==> config.mk <==
export PLATFORM = sky130hd
export DESIGN_NAME = cfs_fetch_seq
export DESIGN_NICKNAME = d
export VERILOG_FILES = /design/src/core/cfs_pkg.sv /design/src/core/cfs_alu.sv /design/src/core/cfs_fetch_seq.sv
export SDC_FILE = /design/constraint.sdc
export NUM_CORES = 1
export LEC_CHECK = 0
export ABC_AREA = 1
export BUFFER_PORTS_ARGS = -buffer_cell sky130_fd_sc_hd__buf_2
export CAP_MARGIN = 20
export CORE_MARGIN = 2
export CORE_UTILIZATION = 40
export CTS_CLUSTER_SIZE = 28
export DETAILED_ROUTE_END_ITERATION = 10
export PLACE_DENSITY = 0.54
export SYNTH_ARGS = -nofsm -noshare
export SYNTH_HDL_FRONTEND = slang
export SYNTH_SLANG_ARGS = --single-unit
export TNS_END_PERCENT = 30
==> constraint.sdc <==
create_clock -name i_ref_clk -period 4.06 [get_ports i_ref_clk]
set_input_delay 0 -clock i_ref_clk [delete_from_list [all_inputs] [get_ports i_ref_clk]]
set_output_delay 0 -clock i_ref_clk [all_outputs]
set_load 0.01 [all_outputs]
==> src/core/cfs_pkg.sv <==
// cfs_pkg: shared constants of the fetch sequencer and its ALU.
// assumes: instruction word layout and special register addresses below.
package cfs_pkg;

  // ---------------------------------------------------------------
  // widths
  // ---------------------------------------------------------------
  localparam int PC_W  = 10;  // program counter bits
  localparam int PM_W  = 14;  // program word bits
  localparam int DW    = 8;   // data path bits
  localparam int DMA_W = 7;   // data memory address bits
  localparam int HI_W  = 2;   // high program counter bits
  localparam int TBH_W = PM_W - DW; // table word upper bits
  localparam int ST_W  = 4;   // status flag bits
  localparam int NPH   = 4;   // phases per instruction cycle

  // ---------------------------------------------------------------
  // phases and timing
  // ---------------------------------------------------------------
  typedef enum logic [1:0] {PH_T1, PH_T2, PH_T3, PH_T4} cfs_phase_t;
  localparam int CLK_PERIOD_NS = 40;

  // ---------------------------------------------------------------
  // vectors and reset values
  // ---------------------------------------------------------------
  localparam logic [PC_W-1:0] RESET_VEC  = 10'h000;
  localparam logic [PC_W-1:0] INT_VEC    = 10'h004;
  localparam logic [HI_W-1:0] LAST_PAGE  = 2'h3;
  localparam logic [DW-1:0]   RST_BYTE   = 8'h00;
  localparam logic [ST_W-1:0] RST_STATUS = 4'h0;
  localparam logic [PM_W-1:0] RST_INSN   = 14'h1000; // no-operation

  // ---------------------------------------------------------------
  // instruction fields
  // ---------------------------------------------------------------
  localparam int CLS_HI = 13;
  localparam int CLS_LO = 12;
  localparam int OP_HI  = 11;
  localparam int OP_LO  = 8;
  localparam int DST_B  = 7;
  localparam logic [1:0] CL_ALU  = 2'h0;
  localparam logic [1:0] CL_MISC = 2'h1;
  localparam logic [1:0] CL_JUMP = 2'h2;
  localparam logic [1:0] CL_CALL = 2'h3;

  // alu operations
  localparam logic [3:0] OP_MOV = 4'h0, OP_ADD = 4'h1, OP_ADC = 4'h2, OP_SUB = 4'h3;
  localparam logic [3:0] OP_SBC = 4'h4, OP_DAA = 4'h5, OP_AND = 4'h6, OP_OR  = 4'h7;
  localparam logic [3:0] OP_XOR = 4'h8, OP_CPL = 4'h9, OP_RR  = 4'hA, OP_RRC = 4'hB;
  localparam logic [3:0] OP_RL  = 4'hC, OP_RLC = 4'hD, OP_INC = 4'hE, OP_DEC = 4'hF;

  // miscellaneous operations
  localparam logic [3:0] MS_NOP = 4'h0, MS_RET = 4'h1, MS_INTERRUPT_RETURN_INSN  = 4'h2, MS_MOVWR = 4'h3;
  localparam logic [3:0] MS_SZ  = 4'h4, MS_SNZ = 4'h5, MS_TABRD = 4'h6, MS_TABLE_READ_LAST_PAGE = 4'h7;
  localparam logic [3:0] MS_TABRDF = 4'h8, MS_MOVLA = 4'h9;

  // ---------------------------------------------------------------
  // special register addresses and status bits
  // ---------------------------------------------------------------
  localparam logic [DMA_W-1:0] A_PCL  = 7'h06;
  localparam logic [DMA_W-1:0] A_TBLP = 7'h07;
  localparam logic [DMA_W-1:0] A_TABLE_POINTER_HIGH = 7'h08;
  localparam logic [DMA_W-1:0] A_TABLE_HIGH_RESULT = 7'h09;
  localparam logic [DMA_W-1:0] A_STAT = 7'h0A;
  localparam int ST_C  = 0;
  localparam int ST_AC = 1;
  localparam int ST_Z  = 2;
  localparam int ST_OV = 3;

endpackage

==> src/core/cfs_alu.sv <==
// cfs_alu: 8-bit combinational arithmetic and logic unit.
// assumes: caller registers the result and flags on the execute edge.
`timescale 1ns/1ps
module cfs_alu (
  // operation and operands
  input  wire logic [3:0]                 i_op,
  input  wire logic [cfs_pkg::DW-1:0]     i_a,
  input  wire logic [cfs_pkg::DW-1:0]     i_m,
  input  wire logic [cfs_pkg::ST_W-1:0]   i_flags,
  // result
  output logic      [cfs_pkg::DW-1:0]     o_y,
  output logic      [cfs_pkg::ST_W-1:0]   o_flags
);

  // ---------------------------------------------------------------
  // adder and function select
  // ---------------------------------------------------------------
  logic [cfs_pkg::DW-1:0] b;
  logic                   ci;
  logic [cfs_pkg::DW:0]   s9;
  logic [4:0]             h5;
  logic                   cin;

  assign cin = i_flags[cfs_pkg::ST_C];

  // add, subtract, logic, rotate, step and decimal adjust
  always_comb begin
    b  = i_m;
    ci = 1'b0;
    if (i_op == cfs_pkg::OP_ADC) ci = cin;
    if (i_op == cfs_pkg::OP_SUB || i_op == cfs_pkg::OP_SBC) begin
      b  = ~i_m;
      ci = (i_op == cfs_pkg::OP_SUB) ? 1'b1 : cin;
    end
    if (i_op == cfs_pkg::OP_DAA) begin
      b[3:0] = (i_a[3:0] > 4'h9 || i_flags[cfs_pkg::ST_AC]) ? 4'h6 : 4'h0;
      b[7:4] = (i_a[7:4] > 4'h9 || cin) ? 4'h6 : 4'h0;
    end
    s9 = {1'b0, i_a} + {1'b0, b} + {8'h00, ci};
    h5 = {1'b0, i_a[3:0]} + {1'b0, b[3:0]} + {4'h0, ci};
    o_y     = i_m;
    o_flags = i_flags;
    case (i_op)
      cfs_pkg::OP_ADD, cfs_pkg::OP_ADC, cfs_pkg::OP_SUB, cfs_pkg::OP_SBC: begin
        o_y                   = s9[7:0];
        o_flags[cfs_pkg::ST_C]  = s9[8];
        o_flags[cfs_pkg::ST_AC] = h5[4];
        o_flags[cfs_pkg::ST_OV] = (i_a[7] == b[7]) && (s9[7] != i_a[7]);
      end
      cfs_pkg::OP_DAA: begin
        o_y                  = s9[7:0];
        o_flags[cfs_pkg::ST_C] = s9[8] | cin;
      end
      cfs_pkg::OP_AND: o_y = i_a & i_m;
      cfs_pkg::OP_OR:  o_y = i_a | i_m;
      cfs_pkg::OP_XOR: o_y = i_a ^ i_m;
      cfs_pkg::OP_CPL: o_y = ~i_m;
      cfs_pkg::OP_RR:  o_y = {i_m[0], i_m[7:1]};
      cfs_pkg::OP_RL:  o_y = {i_m[6:0], i_m[7]};
      cfs_pkg::OP_RRC: begin
        o_y                  = {cin, i_m[7:1]};
        o_flags[cfs_pkg::ST_C] = i_m[0];
      end
      cfs_pkg::OP_RLC: begin
        o_y                  = {i_m[6:0], cin};
        o_flags[cfs_pkg::ST_C] = i_m[7];
      end
      cfs_pkg::OP_INC: o_y = i_m + 8'h01;
      cfs_pkg::OP_DEC: o_y = i_m - 8'h01;
      default:         o_y = i_m;
    endcase
    o_flags[cfs_pkg::ST_Z] = (o_y == 8'h00);
  end

endmodule // cfs_alu

==> src/core/cfs_fetch_seq.sv <==
// cfs_fetch_seq: four-phase fetch and execute sequencer of an 8-bit core.
// assumes: program and data memory answer within one instruction cycle,
// i_int_req is an enabled interrupt request from the interrupt logic.
`timescale 1ns/1ps
module cfs_fetch_seq #(
  parameter int STACK_DEPTH = 8
) (
  // clock and reset
  input  wire logic                          i_ref_clk,
  input  wire logic                          i_rst,
  // program memory
  output logic      [cfs_pkg::PC_W-1:0]      o_pm_addr,
  input  wire logic [cfs_pkg::PM_W-1:0]      i_pm_data,
  // data memory
  output logic      [cfs_pkg::DMA_W-1:0]     o_dm_raddr,
  input  wire logic [cfs_pkg::DW-1:0]        i_dm_rdata,
  output logic                               o_dm_we,
  output logic      [cfs_pkg::DMA_W-1:0]     o_dm_waddr,
  output logic      [cfs_pkg::DW-1:0]        o_dm_wdata,
  // interrupt logic
  input  wire logic                          i_int_req,
  output logic                               o_int_ack,
  output logic                               o_int_pend,
  // core state
  output logic      [cfs_pkg::NPH-1:0]       o_phase_clocks,
  output logic      [cfs_pkg::PC_W-1:0]      o_pc,
  output logic      [cfs_pkg::DW-1:0]        o_acc,
  output logic      [cfs_pkg::ST_W-1:0]      o_status,
  output logic                               o_stack_full,
  output logic                               o_dummy
);

  localparam int SPW = $clog2(STACK_DEPTH);
  localparam logic [SPW:0] FULL_CNT = (SPW+1)'(STACK_DEPTH);

  // refuse depths the wrapping pointer cannot serve
  generate
    if (STACK_DEPTH < 2 || (STACK_DEPTH & (STACK_DEPTH - 1)) != 0) begin : g_bad
      $error("stack depth must be a power of two of at least 2");
    end
  endgenerate

  // ---------------------------------------------------------------
  // state
  // ---------------------------------------------------------------
  cfs_pkg::cfs_phase_t              phase_r;
  logic [cfs_pkg::NPH-1:0]          ph_r;
  logic [cfs_pkg::PC_W-1:0]         pc_r, pm_addr_r, ir_pc_r, pc_nxt, tab_addr;
  logic [cfs_pkg::PM_W-1:0]         ir_r;
  logic                             dummy_r, tab_busy_r, int_pend_r, int_ack_r;
  logic [cfs_pkg::DMA_W-1:0]        tab_dst_r, dm_waddr_r;
  logic [cfs_pkg::DW-1:0]           acc_r, tblp_r, dm_wdata_r, mval, wr_val, alu_y;
  logic [cfs_pkg::HI_W-1:0]         table_pointer_high_r;
  logic [cfs_pkg::TBH_W-1:0]        table_high_result_r;
  logic [cfs_pkg::ST_W-1:0]         status_r, alu_flags;
  logic                             dm_we_r;
  logic [cfs_pkg::PC_W-1:0]         stk_r [STACK_DEPTH];
  logic [SPW-1:0]                   sp_r;
  logic [SPW:0]                     cnt_r;

  // decode
  logic [1:0]               cls;
  logic [3:0]               op;
  logic [cfs_pkg::DMA_W-1:0] maddr;
  logic last, slot, ack, exe, full;
  logic is_jmp, is_call, is_ret, is_alu, is_misc, skip, tab_start, wr_m, pcl_wr;

  // ---------------------------------------------------------------
  // phase generator
  // ---------------------------------------------------------------
  // one-hot phase clocks, one pass per instruction cycle
  always_ff @(posedge i_ref_clk or posedge i_rst) begin
    if (i_rst) begin
      phase_r <= cfs_pkg::PH_T1;
      ph_r    <= 4'h1;
    end else begin
      case (phase_r)
        cfs_pkg::PH_T1: phase_r <= cfs_pkg::PH_T2;
        cfs_pkg::PH_T2: phase_r <= cfs_pkg::PH_T3;
        cfs_pkg::PH_T3: phase_r <= cfs_pkg::PH_T4;
        default:        phase_r <= cfs_pkg::PH_T1;
      endcase
      ph_r <= {ph_r[2:0], ph_r[3]};
    end
  end

  // ---------------------------------------------------------------
  // decode of the word in execution
  // ---------------------------------------------------------------
  assign last    = (phase_r == cfs_pkg::PH_T4);
  assign full    = (cnt_r == FULL_CNT);
  assign slot    = last & ~dummy_r & ~tab_busy_r;
  assign ack     = slot & int_pend_r & ~full;
  assign exe     = slot & ~ack;
  assign cls     = ir_r[cfs_pkg::CLS_HI:cfs_pkg::CLS_LO];
  assign op      = ir_r[cfs_pkg::OP_HI:cfs_pkg::OP_LO];
  assign maddr   = ir_r[cfs_pkg::DMA_W-1:0];
  assign is_jmp  = exe & (cls == cfs_pkg::CL_JUMP);
  assign is_call = exe & (cls == cfs_pkg::CL_CALL);
  assign is_alu  = exe & (cls == cfs_pkg::CL_ALU);
  assign is_misc = exe & (cls == cfs_pkg::CL_MISC);
  assign is_ret  = is_misc & (op == cfs_pkg::MS_RET || op == cfs_pkg::MS_INTERRUPT_RETURN_INSN);
  assign skip    = is_misc & ((op == cfs_pkg::MS_SZ && mval == 8'h00) ||
                              (op == cfs_pkg::MS_SNZ && mval != 8'h00));
  assign tab_start = is_misc & (op == cfs_pkg::MS_TABRD || op == cfs_pkg::MS_TABLE_READ_LAST_PAGE ||
                                op == cfs_pkg::MS_TABRDF);
  assign wr_m    = (is_alu & ir_r[cfs_pkg::DST_B]) | (is_misc & op == cfs_pkg::MS_MOVWR);
  assign wr_val  = is_alu ? alu_y : acc_r;
  assign pcl_wr  = wr_m & (maddr == cfs_pkg::A_PCL);

  // operand: low counter byte and table registers are mapped in data space
  always_comb begin
    if (maddr == cfs_pkg::A_PCL)       mval = pc_r[cfs_pkg::DW-1:0];
    else if (maddr == cfs_pkg::A_TBLP) mval = tblp_r;
    else if (maddr == cfs_pkg::A_TABLE_POINTER_HIGH) mval = {6'h00, table_pointer_high_r};
    else if (maddr == cfs_pkg::A_TABLE_HIGH_RESULT) mval = {2'h0, table_high_result_r};
    else if (maddr == cfs_pkg::A_STAT) mval = {4'h0, status_r};
    else                               mval = i_dm_rdata;
  end

  // table address per variant
  always_comb begin
    if (op == cfs_pkg::MS_TABLE_READ_LAST_PAGE)      tab_addr = {cfs_pkg::LAST_PAGE, tblp_r};
    else if (op == cfs_pkg::MS_TABRDF) tab_addr = {table_pointer_high_r, tblp_r};
    else tab_addr = {ir_pc_r[cfs_pkg::PC_W-1:cfs_pkg::DW], tblp_r};
  end

  // next counter value, applied on the edge that opens the first phase
  always_comb begin
    if (tab_busy_r)            pc_nxt = pc_r;
    else if (ack)              pc_nxt = cfs_pkg::INT_VEC;
    else if (is_jmp | is_call) pc_nxt = ir_r[cfs_pkg::PC_W-1:0];
    else if (is_ret)           pc_nxt = stk_r[sp_r - 1'b1];
    else if (pcl_wr)           pc_nxt = {pc_r[cfs_pkg::PC_W-1:cfs_pkg::DW], wr_val};
    else                       pc_nxt = pc_r + 10'h001;
  end

  // ---------------------------------------------------------------
  // alu
  // ---------------------------------------------------------------
  cfs_alu u_alu (
    .i_op    (op),
    .i_a     (acc_r),
    .i_m     (mval),
    .i_flags (status_r),
    .o_y     (alu_y),
    .o_flags (alu_flags)
  );

  // ---------------------------------------------------------------
  // fetch pipeline
  // ---------------------------------------------------------------
  // counter, fetch address and instruction register
  always_ff @(posedge i_ref_clk or posedge i_rst) begin
    if (i_rst) begin
      pc_r      <= cfs_pkg::RESET_VEC;
      pm_addr_r <= cfs_pkg::RESET_VEC;
      ir_r      <= cfs_pkg::RST_INSN;
      ir_pc_r   <= cfs_pkg::RESET_VEC;
      dummy_r   <= 1'b1;
    end else if (last) begin
      pc_r      <= pc_nxt;
      pm_addr_r <= tab_start ? tab_addr : pc_nxt;
      if (!tab_busy_r) begin
        ir_r    <= i_pm_data;
        ir_pc_r <= pm_addr_r;
        dummy_r <= ack | is_jmp | is_call | is_ret | skip | pcl_wr;
      end
    end
  end

  // table read: second cycle fetches the table word
  always_ff @(posedge i_ref_clk or posedge i_rst) begin
    if (i_rst) begin
      tab_busy_r <= 1'b0;
      tab_dst_r  <= '0;
      table_high_result_r     <= '0;
    end else if (last) begin
      tab_busy_r <= tab_start;
      if (tab_start) tab_dst_r <= maddr;
      if (tab_busy_r) table_high_result_r <= i_pm_data[cfs_pkg::PM_W-1:cfs_pkg::DW];
    end
  end

  // ---------------------------------------------------------------
  // data path registers
  // ---------------------------------------------------------------
  // accumulator and status flags
  always_ff @(posedge i_ref_clk or posedge i_rst) begin
    if (i_rst) begin
      acc_r    <= cfs_pkg::RST_BYTE;
      status_r <= cfs_pkg::RST_STATUS;
    end else begin
      if (is_alu && !ir_r[cfs_pkg::DST_B]) acc_r <= alu_y;
      else if (is_misc && op == cfs_pkg::MS_MOVLA) acc_r <= ir_r[cfs_pkg::DW-1:0];
      if (wr_m && maddr == cfs_pkg::A_STAT) status_r <= wr_val[cfs_pkg::ST_W-1:0];
      else if (is_alu) status_r <= alu_flags;
    end
  end

  // table pointer low and high bytes; writes to the table high result are dropped
  always_ff @(posedge i_ref_clk or posedge i_rst) begin
    if (i_rst) begin
      tblp_r <= cfs_pkg::RST_BYTE;
      table_pointer_high_r <= '0;
    end else if (wr_m) begin
      if (maddr == cfs_pkg::A_TBLP) tblp_r <= wr_val;
      if (maddr == cfs_pkg::A_TABLE_POINTER_HIGH) table_pointer_high_r <= wr_val[cfs_pkg::HI_W-1:0];
    end
  end

  // data memory write port, one pulse in the first phase
  always_ff @(posedge i_ref_clk or posedge i_rst) begin
    if (i_rst) begin
      dm_we_r    <= 1'b0;
      dm_waddr_r <= '0;
      dm_wdata_r <= '0;
    end else begin
      dm_we_r <= 1'b0;
      if (last && tab_busy_r) begin
        dm_we_r    <= 1'b1;
        dm_waddr_r <= tab_dst_r;
        dm_wdata_r <= i_pm_data[cfs_pkg::DW-1:0];
      end else if (wr_m && maddr != cfs_pkg::A_PCL && maddr != cfs_pkg::A_TBLP &&
                   maddr != cfs_pkg::A_TABLE_POINTER_HIGH && maddr != cfs_pkg::A_TABLE_HIGH_RESULT &&
                   maddr != cfs_pkg::A_STAT) begin
        dm_we_r    <= 1'b1;
        dm_waddr_r <= maddr;
        dm_wdata_r <= wr_val;
      end
    end
  end

  // ---------------------------------------------------------------
  // return stack and interrupt acknowledge
  // ---------------------------------------------------------------
  // wrapping store: a push when full overwrites the oldest entry
  always_ff @(posedge i_ref_clk or posedge i_rst) begin
    if (i_rst) begin
      sp_r  <= '0;
      cnt_r <= '0;
    end else if (is_call || ack) begin
      stk_r[sp_r] <= ack ? ir_pc_r : pc_r;
      sp_r        <= sp_r + 1'b1;
      cnt_r       <= full ? FULL_CNT : cnt_r + 1'b1;
    end else if (is_ret) begin
      sp_r  <= sp_r - 1'b1;
      cnt_r <= (cnt_r == '0) ? cnt_r : cnt_r - 1'b1;
    end
  end

  // pending flag: a new request wins over the acknowledge clear
  always_ff @(posedge i_ref_clk or posedge i_rst) begin
    if (i_rst) begin
      int_pend_r <= 1'b0;
      int_ack_r  <= 1'b0;
    end else begin
      int_ack_r <= ack;
      if (i_int_req) int_pend_r <= 1'b1;
      else if (ack)  int_pend_r <= 1'b0;
    end
  end

  // ---------------------------------------------------------------
  // outputs
  // ---------------------------------------------------------------
  assign o_pm_addr      = pm_addr_r;
  assign o_dm_raddr     = maddr;
  assign o_dm_we        = dm_we_r;
  assign o_dm_waddr     = dm_waddr_r;
  assign o_dm_wdata     = dm_wdata_r;
  assign o_int_ack      = int_ack_r;
  assign o_int_pend     = int_pend_r;
  assign o_phase_clocks = ph_r;
  assign o_pc           = pc_r;
  assign o_acc          = acc_r;
  assign o_status       = status_r;
  assign o_stack_full   = full;
  assign o_dummy        = dummy_r;

  // ---------------------------------------------------------------
  // assertions
  // ---------------------------------------------------------------
  a_phase_walk: assert property (@(posedge i_ref_clk) disable iff (i_rst)
    ph_r[0] |=> ph_r[1] ##1 ph_r[2] ##1 ph_r[3] ##1 ph_r[0])
    else $error("phases out of order");
  a_phase_onehot: assert property (@(posedge i_ref_clk) disable iff (i_rst)
    $onehot(ph_r) && ph_r[phase_r])
    else $error("phase clocks overlap");
  a_pc_t1_only: assert property (@(posedge i_ref_clk) disable iff (i_rst)
    !last |=> $stable(pc_r))
    else $error("counter moved outside first phase");
  a_pc_step: assert property (@(posedge i_ref_clk) disable iff (i_rst)
    (is_alu && !pcl_wr) |=> pc_r == $past(pc_r) + 10'h001 && !dummy_r)
    else $error("plain instruction did not step counter");
  a_jump_target: assert property (@(posedge i_ref_clk) disable iff (i_rst)
    is_jmp |=> dummy_r && pc_r == $past(ir_r[cfs_pkg::PC_W-1:0]) ##4 !dummy_r)
    else $error("jump not two cycles");
  a_pcl_page: assert property (@(posedge i_ref_clk) disable iff (i_rst)
    pcl_wr |=> dummy_r && pc_r[cfs_pkg::PC_W-1:cfs_pkg::DW] ==
               $past(pc_r[cfs_pkg::PC_W-1:cfs_pkg::DW]))
    else $error("low byte write left page");
  a_skip_dummy: assert property (@(posedge i_ref_clk) disable iff (i_rst)
    skip |=> dummy_r && pc_r == $past(pc_r) + 10'h001)
    else $error("taken skip without dummy");
  a_full_hold: assert property (@(posedge i_ref_clk) disable iff (i_rst)
    (slot && int_pend_r && full) |=> !int_ack_r && int_pend_r)
    else $error("acknowledge with full stack");
  a_push_count: assert property (@(posedge i_ref_clk) disable iff (i_rst)
    (is_call && !full) |=> cnt_r == $past(cnt_r) + 1'b1)
    else $error("call did not push");
  a_overflow: assert property (@(posedge i_ref_clk) disable iff (i_rst)
    (is_call && full) |=> cnt_r == FULL_CNT && pc_r == $past(ir_r[cfs_pkg::PC_W-1:0]))
    else $error("full call not performed");
  a_table_two: assert property (@(posedge i_ref_clk) disable iff (i_rst)
    tab_start |=> tab_busy_r [*4] ##1 (!tab_busy_r && dm_we_r))
    else $error("table read not two cycles");

endmodule // cfs_fetch_seq

# After elaboration in Yosys (flattened, before gate mapping)

Memories as Yosys holds them, arrays and structs flattened.
Cells that the tools add are included.

Register bits: 112
Memory bits (writable): 80
Memories kept: 1
Bits of input ports: 25

Bitwise operators: 31
Muxes and demuxes: 47
$lt $le $gt $ge: 2
Equality and inequality tests: 35
Add/subtract/negate cells: 11
Reduce and logical (&&, ||, !) cells: 46

Memory list:

| memory | words | width | read ports | clocked after memory_dff | wr ports | RTL line            | text |
|---|---|---|---|---|---|---|---|
| stk_r  | 8     | 10    | 1          | 0                        | 1        | cfs_fetch_seq.sv:57 | `logic [cfs_pkg::PC_W-1:0] stk_r [STACK_DEPTH];` |

Operator list:

| kind                  | count |
|---|---|
| $mux 8                | 12 |
| $mux 10               | 9 |
| $pmux 8 s11           | 1 |
| $eq 4x4->1 const B    | 9 |
| $mux 4                | 6 |
| $eq 7x4->1 const B    | 3 |
| $ne 7x4->1 const B    | 3 |
| $eq 4x3->1 const B    | 4 |
| $logic_not 8->1       | 2 |
| $reduce_and 2->1      | 8 |
| $and 1x1->1           | 15 |
| $eq 7x3->1 const B    | 2 |
| $mux 7                | 2 |
| $ne 7x3->1 const B    | 2 |
| $logic_and 1x1->1     | 13 |
| $mux 3                | 4 |
| $reduce_bool 2->1     | 6 |
| $mux 1                | 11 |
| $add 10x1->10 const B | 1 |
| $add 8x8->9           | 1 |
| $add 9x1->9           | 1 |
| $add 8x1->8 const B   | 1 |
| $and 8x8->8           | 1 |
| $eq 2x2->1 const B    | 4 |
| other kinds (29)      | 51 |

# Longest topological paths before layout

Word-level depth: 19
Depth in mapped cells: 31
Depth with buffers taken out: 31

# By module

A second synthesis with hierarchy kept.

Cell total of the unflattened synthesis: 1,408
Area total of the unflattened synthesis: 11,098.1 µm²

By module, submodules not included:

| module        | area each (µm²) | cells each | instances | sequential area each (µm²) |
|---|---|---|---|---|
| cfs_fetch_seq | 9,192.6         | 1,028      | 1         | 5,208.7 |
| cfs_alu       | 1,905.6         | 380        | 1         | 0.0 |

# Least setup slack after synthesis

Ideal clock, no wire load.

Kind: reg-to-reg
Start point: register ir_r[3] in the netlist's numbering
End point: register pm_addr_r (netlist bit o_pm_addr[6])
Clock period less this slack: 3.563 ns
Setup slack: 0.497 ns
Cell stages (with the launch flop): 27
Arrival time: 3.446 ns
Buffers on the path: 0
Setup time: 0.116 ns
Cell sequence: dfrtp_1 > inv_1 > nand2_1 > nor3_4 > nand2_4 > clkinv_2 > nand2_2 > nand2_4 > inv_1 > nand2_1 > a21oi_1 > fa_1 > fa_1 > a31oi_1 > o21ai_0 > a21oi_1 > nand2_1 > nand3_1 > nand4_1 > nand3_1 > nand3_1 > nand2_1 > nand2_1 > nand2_1 > nand2_1 > nand2_1 > nand2_1

Word-level cells in the longest chain between the ends: 19

Ends and longest elaborated chain:

| element                | RTL line                     | text |
|---|---|---|
| from (decl)            | cfs_fetch_seq.sv:49          | `logic [cfs_pkg::PM_W-1:0] ir_r;` |
| from (signal assigned) | cfs_fetch_seq.sv:158         | `ir_r <= cfs_pkg::RST_INSN;` |
| from (signal assigned) | cfs_fetch_seq.sv:165         | `ir_r <= i_pm_data;` |
| $eq 7x4->1             | cfs_fetch_seq.sv:117         | `else if (maddr == cfs_pkg::A_STAT) mval = {4'h0, status_r};` |
| $mux 8                 | cfs_fetch_seq.sv:117         |  |
| $mux 8                 | cfs_fetch_seq.sv:116         | `else if (maddr == cfs_pkg::A_TABLE_HIGH_RESULT) mval = {2'h0, table_high_result_r};` |
| $mux 8                 | cfs_fetch_seq.sv:115         | `else if (maddr == cfs_pkg::A_TABLE_POINTER_HIGH) mval = {6'h00, table_pointer_high_r};` |
| $mux 8                 | cfs_fetch_seq.sv:114         | `else if (maddr == cfs_pkg::A_TBLP) mval = tblp_r;` |
| $mux 8                 | cfs_fetch_seq.sv:113         | `if (maddr == cfs_pkg::A_PCL) mval = pc_r[cfs_pkg::DW-1:0];` |
| $not 8->8              | cfs_alu.sv:32, cfs_alu.sv:57 |  |
| $mux 8                 | cfs_alu.sv:31                | `if (i_op == cfs_pkg::OP_SUB \|\| i_op == cfs_pkg::OP_SBC) begin` |
| [3 not listed]         | --                           |  |
| $pmux 8 s11            | cfs_alu.sv:43                | `case (i_op)` |
| $mux 8                 | cfs_fetch_seq.sv:108         | `assign wr_val = is_alu ? alu_y : acc_r;` |
| $mux 10 *              | cfs_fetch_seq.sv:134         | `else if (pcl_wr) pc_nxt = {pc_r[cfs_pkg::PC_W-1:cfs_pkg::DW], wr_val};` |
| $mux 10 *              | cfs_fetch_seq.sv:133         | `else if (is_ret) pc_nxt = stk_r[sp_r - 1'b1];` |
| $mux 10 *              | cfs_fetch_seq.sv:132         | `else if (is_jmp \| is_call) pc_nxt = ir_r[cfs_pkg::PC_W-1:0];` |
| $mux 10 *              | cfs_fetch_seq.sv:131         | `else if (ack) pc_nxt = cfs_pkg::INT_VEC;` |
| $mux 10 *              | cfs_fetch_seq.sv:130         | `if (tab_busy_r) pc_nxt = pc_r;` |
| $mux 10 *              | cfs_fetch_seq.sv:163         | `pm_addr_r <= tab_start ? tab_addr : pc_nxt;` |
| to (signal assigned)   | cfs_fetch_seq.sv:157         | `pm_addr_r <= cfs_pkg::RESET_VEC;` |
| to (signal assigned)   | cfs_fetch_seq.sv:163         |  |
| to (decl)              | cfs_fetch_seq.sv:48          | `logic [cfs_pkg::PC_W-1:0] pc_r, pm_addr_r, ir_pc_r, pc_nxt, tab_addr;` |

Mark *: on every way between the ends. The rest lies on a longest branch, timed or not.
A chain may end at the register's enable or synchronous reset.

# Final worst setup path

Start point: register ir_r[4] in the netlist's numbering
End point: register pm_addr_r (netlist bit o_pm_addr[5])

The elaborated chain is that of the path after synthesis.

==> impl_results.md <==
- Fill cell count: 2623
- Worst clock skew: 0.0203 ns
- Reg power frac: 37.9%
- IO Pins: 88
- DRT Pass-1 Iters: 5
- CP Data Required Time: 4.39 ns
- Most Frequent Cell on Critical Path: nand2_1
- Die H: 168 µm
- Post-route DRC: 0
- Clk sinks: 192
- CP max stage delay: 0.39 ns
- Clock period minus worst slack: 3.86 ns
- HPWL after DPL: 27800 µm
- GP Congestion: 1.02
- Largest net degree at the start of global routing: 65
- TNS Setup: 0 ns
- First-pass GRT wire length: 56800 µm
- Post-route ant nets: 0
- #FFs+latches synth: 192
- Vias in the first global route: 9336
- Worst EP arrival: 4.19 ns
- Clock Root Buffer: clkbuf_16
- DR vias/cell: 5.39
- Post-synth net total: 1354
- FF-to-FF Start: ir_r[4]
- DR vias: 9817
- Status: finished clean
- Clock Pin Slew Worst Setup and Hold Paths: 0.08 ns
- Logic gate share of total power: 33.4%
- Switching Fraction: 38.6%
- Register area: 5210 µm²
- Antenna cells: 0
- Post-synthesis sequential area ratio: 48.4%
- CP startpoint kind: flip-flop
- Mapped Cells: 1287
- Crit-path max FO: 5
- Drt total wl: 37000 µm
- CTS max path bufs: 2
- Leak: 6.17 nW
- Final setup fails: 0
- WL/cell: 20.3 µm
- Die W: 168 µm
- PwrDens: 474 nW/µm²
- Net Sw Power: 2.41 mW
- Synth top area cells: dfrtp_1, edfxtp_1, nand2_1, o21ai_0, inv_1
- Total die area: 28300 µm²
- Area leader, netlist: dfrtp_1
- Crit end category: flip-flop
- Max_slew headroom: 32.6%
- Layout Nets: 1535
- Share of post-route cells with drive strength above 1: 21.8%
- Clock share of power: 28.8%
- Avg Inst Size Synth: 8.37 µm²
- Cts bufs inserted: 17
- Slowest CP cell: dfrtp_1
- I/O Buffers: 87
- Htree depth: 4
- Worst-Margin Slew: 1.00 ns
- Placed cells: 1752
- Fmax: 259 MHz
- Worst hold path class: input port to async pin
- Slew Viols, Final: 0
- Ys Warns: 0
- Core region area: 26700 µm²
- Multi-input logic area: 4920 µm²
- Area Overhead vs Synth: 22.6%
- CTS tree: yes
- Antenna violations before repair: 0
- Starting Density: 40.3%
- Total GRT Usage: 26.5%
- Worst Setup SP: ir_r[4]
- Synth unique cells: 53
- Internal: 3.84 mW
- DR iter-0 viols: 792
- Setup Crit Path Kind: flip-flop to flip-flop
- Row cnt: 60
- Max_cap viols: 0
- Period utilisation layout: 95.0%
- Worst skew pair latency: 0.44 ns
- GRT overflow: 0
- VDD IR-drop max: 0.000228 V
- Share of the synthesized area in the top cell type: 25.3%
- Hold Fails Final Rpt: 0
- Final Non-Filler Cells: 1822
- Synth Cell Area: 10800 µm²
-- critical path, delay by kind of cell, from the launching register on --
kind / cells / cell delay [ns]
flops: 1 / 0.39
buf+inv: 4 / 0.42
compound gates: 6 / 0.60
simple gates: 20 / 1.66
fa+ha+maj: 1 / 0.30
xor+xnor: 2 / 0.39
-- what timing repair did --
action                                 CTS  global route
hold buffers                            16             0
setup endpoints to repair                5            32
gates cloned                             0             1
resized for setup                        2            50
endpoints found under the hold margin   89             0
pin swaps                                0            24
setup buffers                            0            19
-- cells in the mapped netlist, drive strengths merged --
cell type,count
o21a,1
fa,3
nand4,10
a21o,1
o21bai,1
xnor2,2
o22ai,13
o2111ai,5
xor2,14
nand3b,2
a31oi,11
nor2,79
ha,39
a32oi,1
inv,149
dfstp,3
and2,2
a32o,14
clkbuf,30
o41ai,1
buf,19
a221oi,4
dfrtp,109
a21oi,78
or2,7
nand2,364
a22oi,6
a211oi,4
o31ai,1
edfxtp,80
nor3,15
o221ai,14
nand3,56
o211ai,8
clkinv,5
o21ai,136
-- sequential cells by signal, summed over array words and instances, names as in the netlist, 3 cells and up --
signal,cells
cnt_r,4
ir_pc_r,10
ir_r,14
o_acc,8
o_dm_waddr,7
o_dm_wdata,8
o_pc,10
o_phase_clocks,4
o_pm_addr,10
o_status,4
sp_r,3
stk_r,80
tab_dst_r,7
table_high_result_r,6
tblp_r,8
-- metal layers --
| layer | share of wire (%) | global-route usage [%] | vias up |
|---|---|---|---|
| li1 | - | - | 4700 |
| met1 | 46 | 37.4 | 4739 |
| met4 | 2.1 | 5.85 | 0 |
| met5 | 0 | 0 | - |
| met2 | 46 | 43.3 | 329 |
| met3 | 5.5 | 4.18 | 49 |
-- metrics by stage --
step	util (%)	hold WS [ns]	setup slack (ns)	area (µm²)	total power, mW
after floorplan	-	0.0923	0.497	10800	3.65
after global placement	45.1	0.185	-0.0692	12100	4.39
after detailed placement	45.1	0.195	-0.0468	12100	4.39
after CTS	48.2	0.284	0.00304	12900	6.20
after global routing	49.4	0.304	-0.0469	13200	6.63
final	49.4	0.290	0.201	13200	6.25
-- final timing paths --
path	endpoint	slack, ns	depth (start not counted)
min in group i_ref_clk	o_int_pend	0.29	3
max in group asynchronous	ir_r[12]	2.81	4
hold / removal	sp_r[0]	0.29	3
setup reg to reg	o_pm_addr[5]	0.20	33
hold reg to reg	o_phase_clocks[0]	0.39	0
setup / recovery	o_pm_addr[5]	0.20	33
-- layout make-up --
| type | count | area share [%] |
|---|---|---|
| Clock buffer | 17 | 3.22 |
| Clock inverter | 15 | 1.59 |
| Inverter | 154 | 4.43 |
| Multi-Input combinational cell | 893 | 37.2 |
| Sequential cell | 192 | 39.5 |
| Tap cell | 341 | 3.23 |
| Timing Repair Buffer | 210 | 10.8 |
-- kinds of logic (layout without fill, tap and decap cells) --
family / count (synthesis) / after routing / share of synthesized area [%]
XOR/XNOR: 16 / 16 / 1.30
adder cells (fa/ha/maj): 42 / 42 / 5.09
flip-flops: 192 / 192 / 48.4
buffers and inverters: 203 / 396 / 7.48
AO/OA/AOI/OAI: 299 / 299 / 16.5
AND/OR/NAND/NOR: 535 / 536 / 21.3
-- power groups by stage --
stage	Clock, mW	Combinational, mW	Sequential, mW
detailed placement	0	1.99	2.40
floorplan	0	1.27	2.38
global route	1.91	2.34	2.39
global placement	0	1.98	2.40
CTS	1.83	2.01	2.36
finish	1.80	2.09	2.37
-- layout by cell type, fill, tap and decap left out, drive strengths merged, types with 19 or more instances in the layout --
cell | Yosys | final
nand2 | 364 | 365
buf | 19 | 192
inv | 149 | 159
o21ai | 136 | 136
dfrtp | 109 | 109
edfxtp | 80 | 80
nor2 | 79 | 79
a21oi | 78 | 78
nand3 | 56 | 56
ha | 39 | 39
clkbuf | 30 | 19
(Power assumes the default switching activity.)
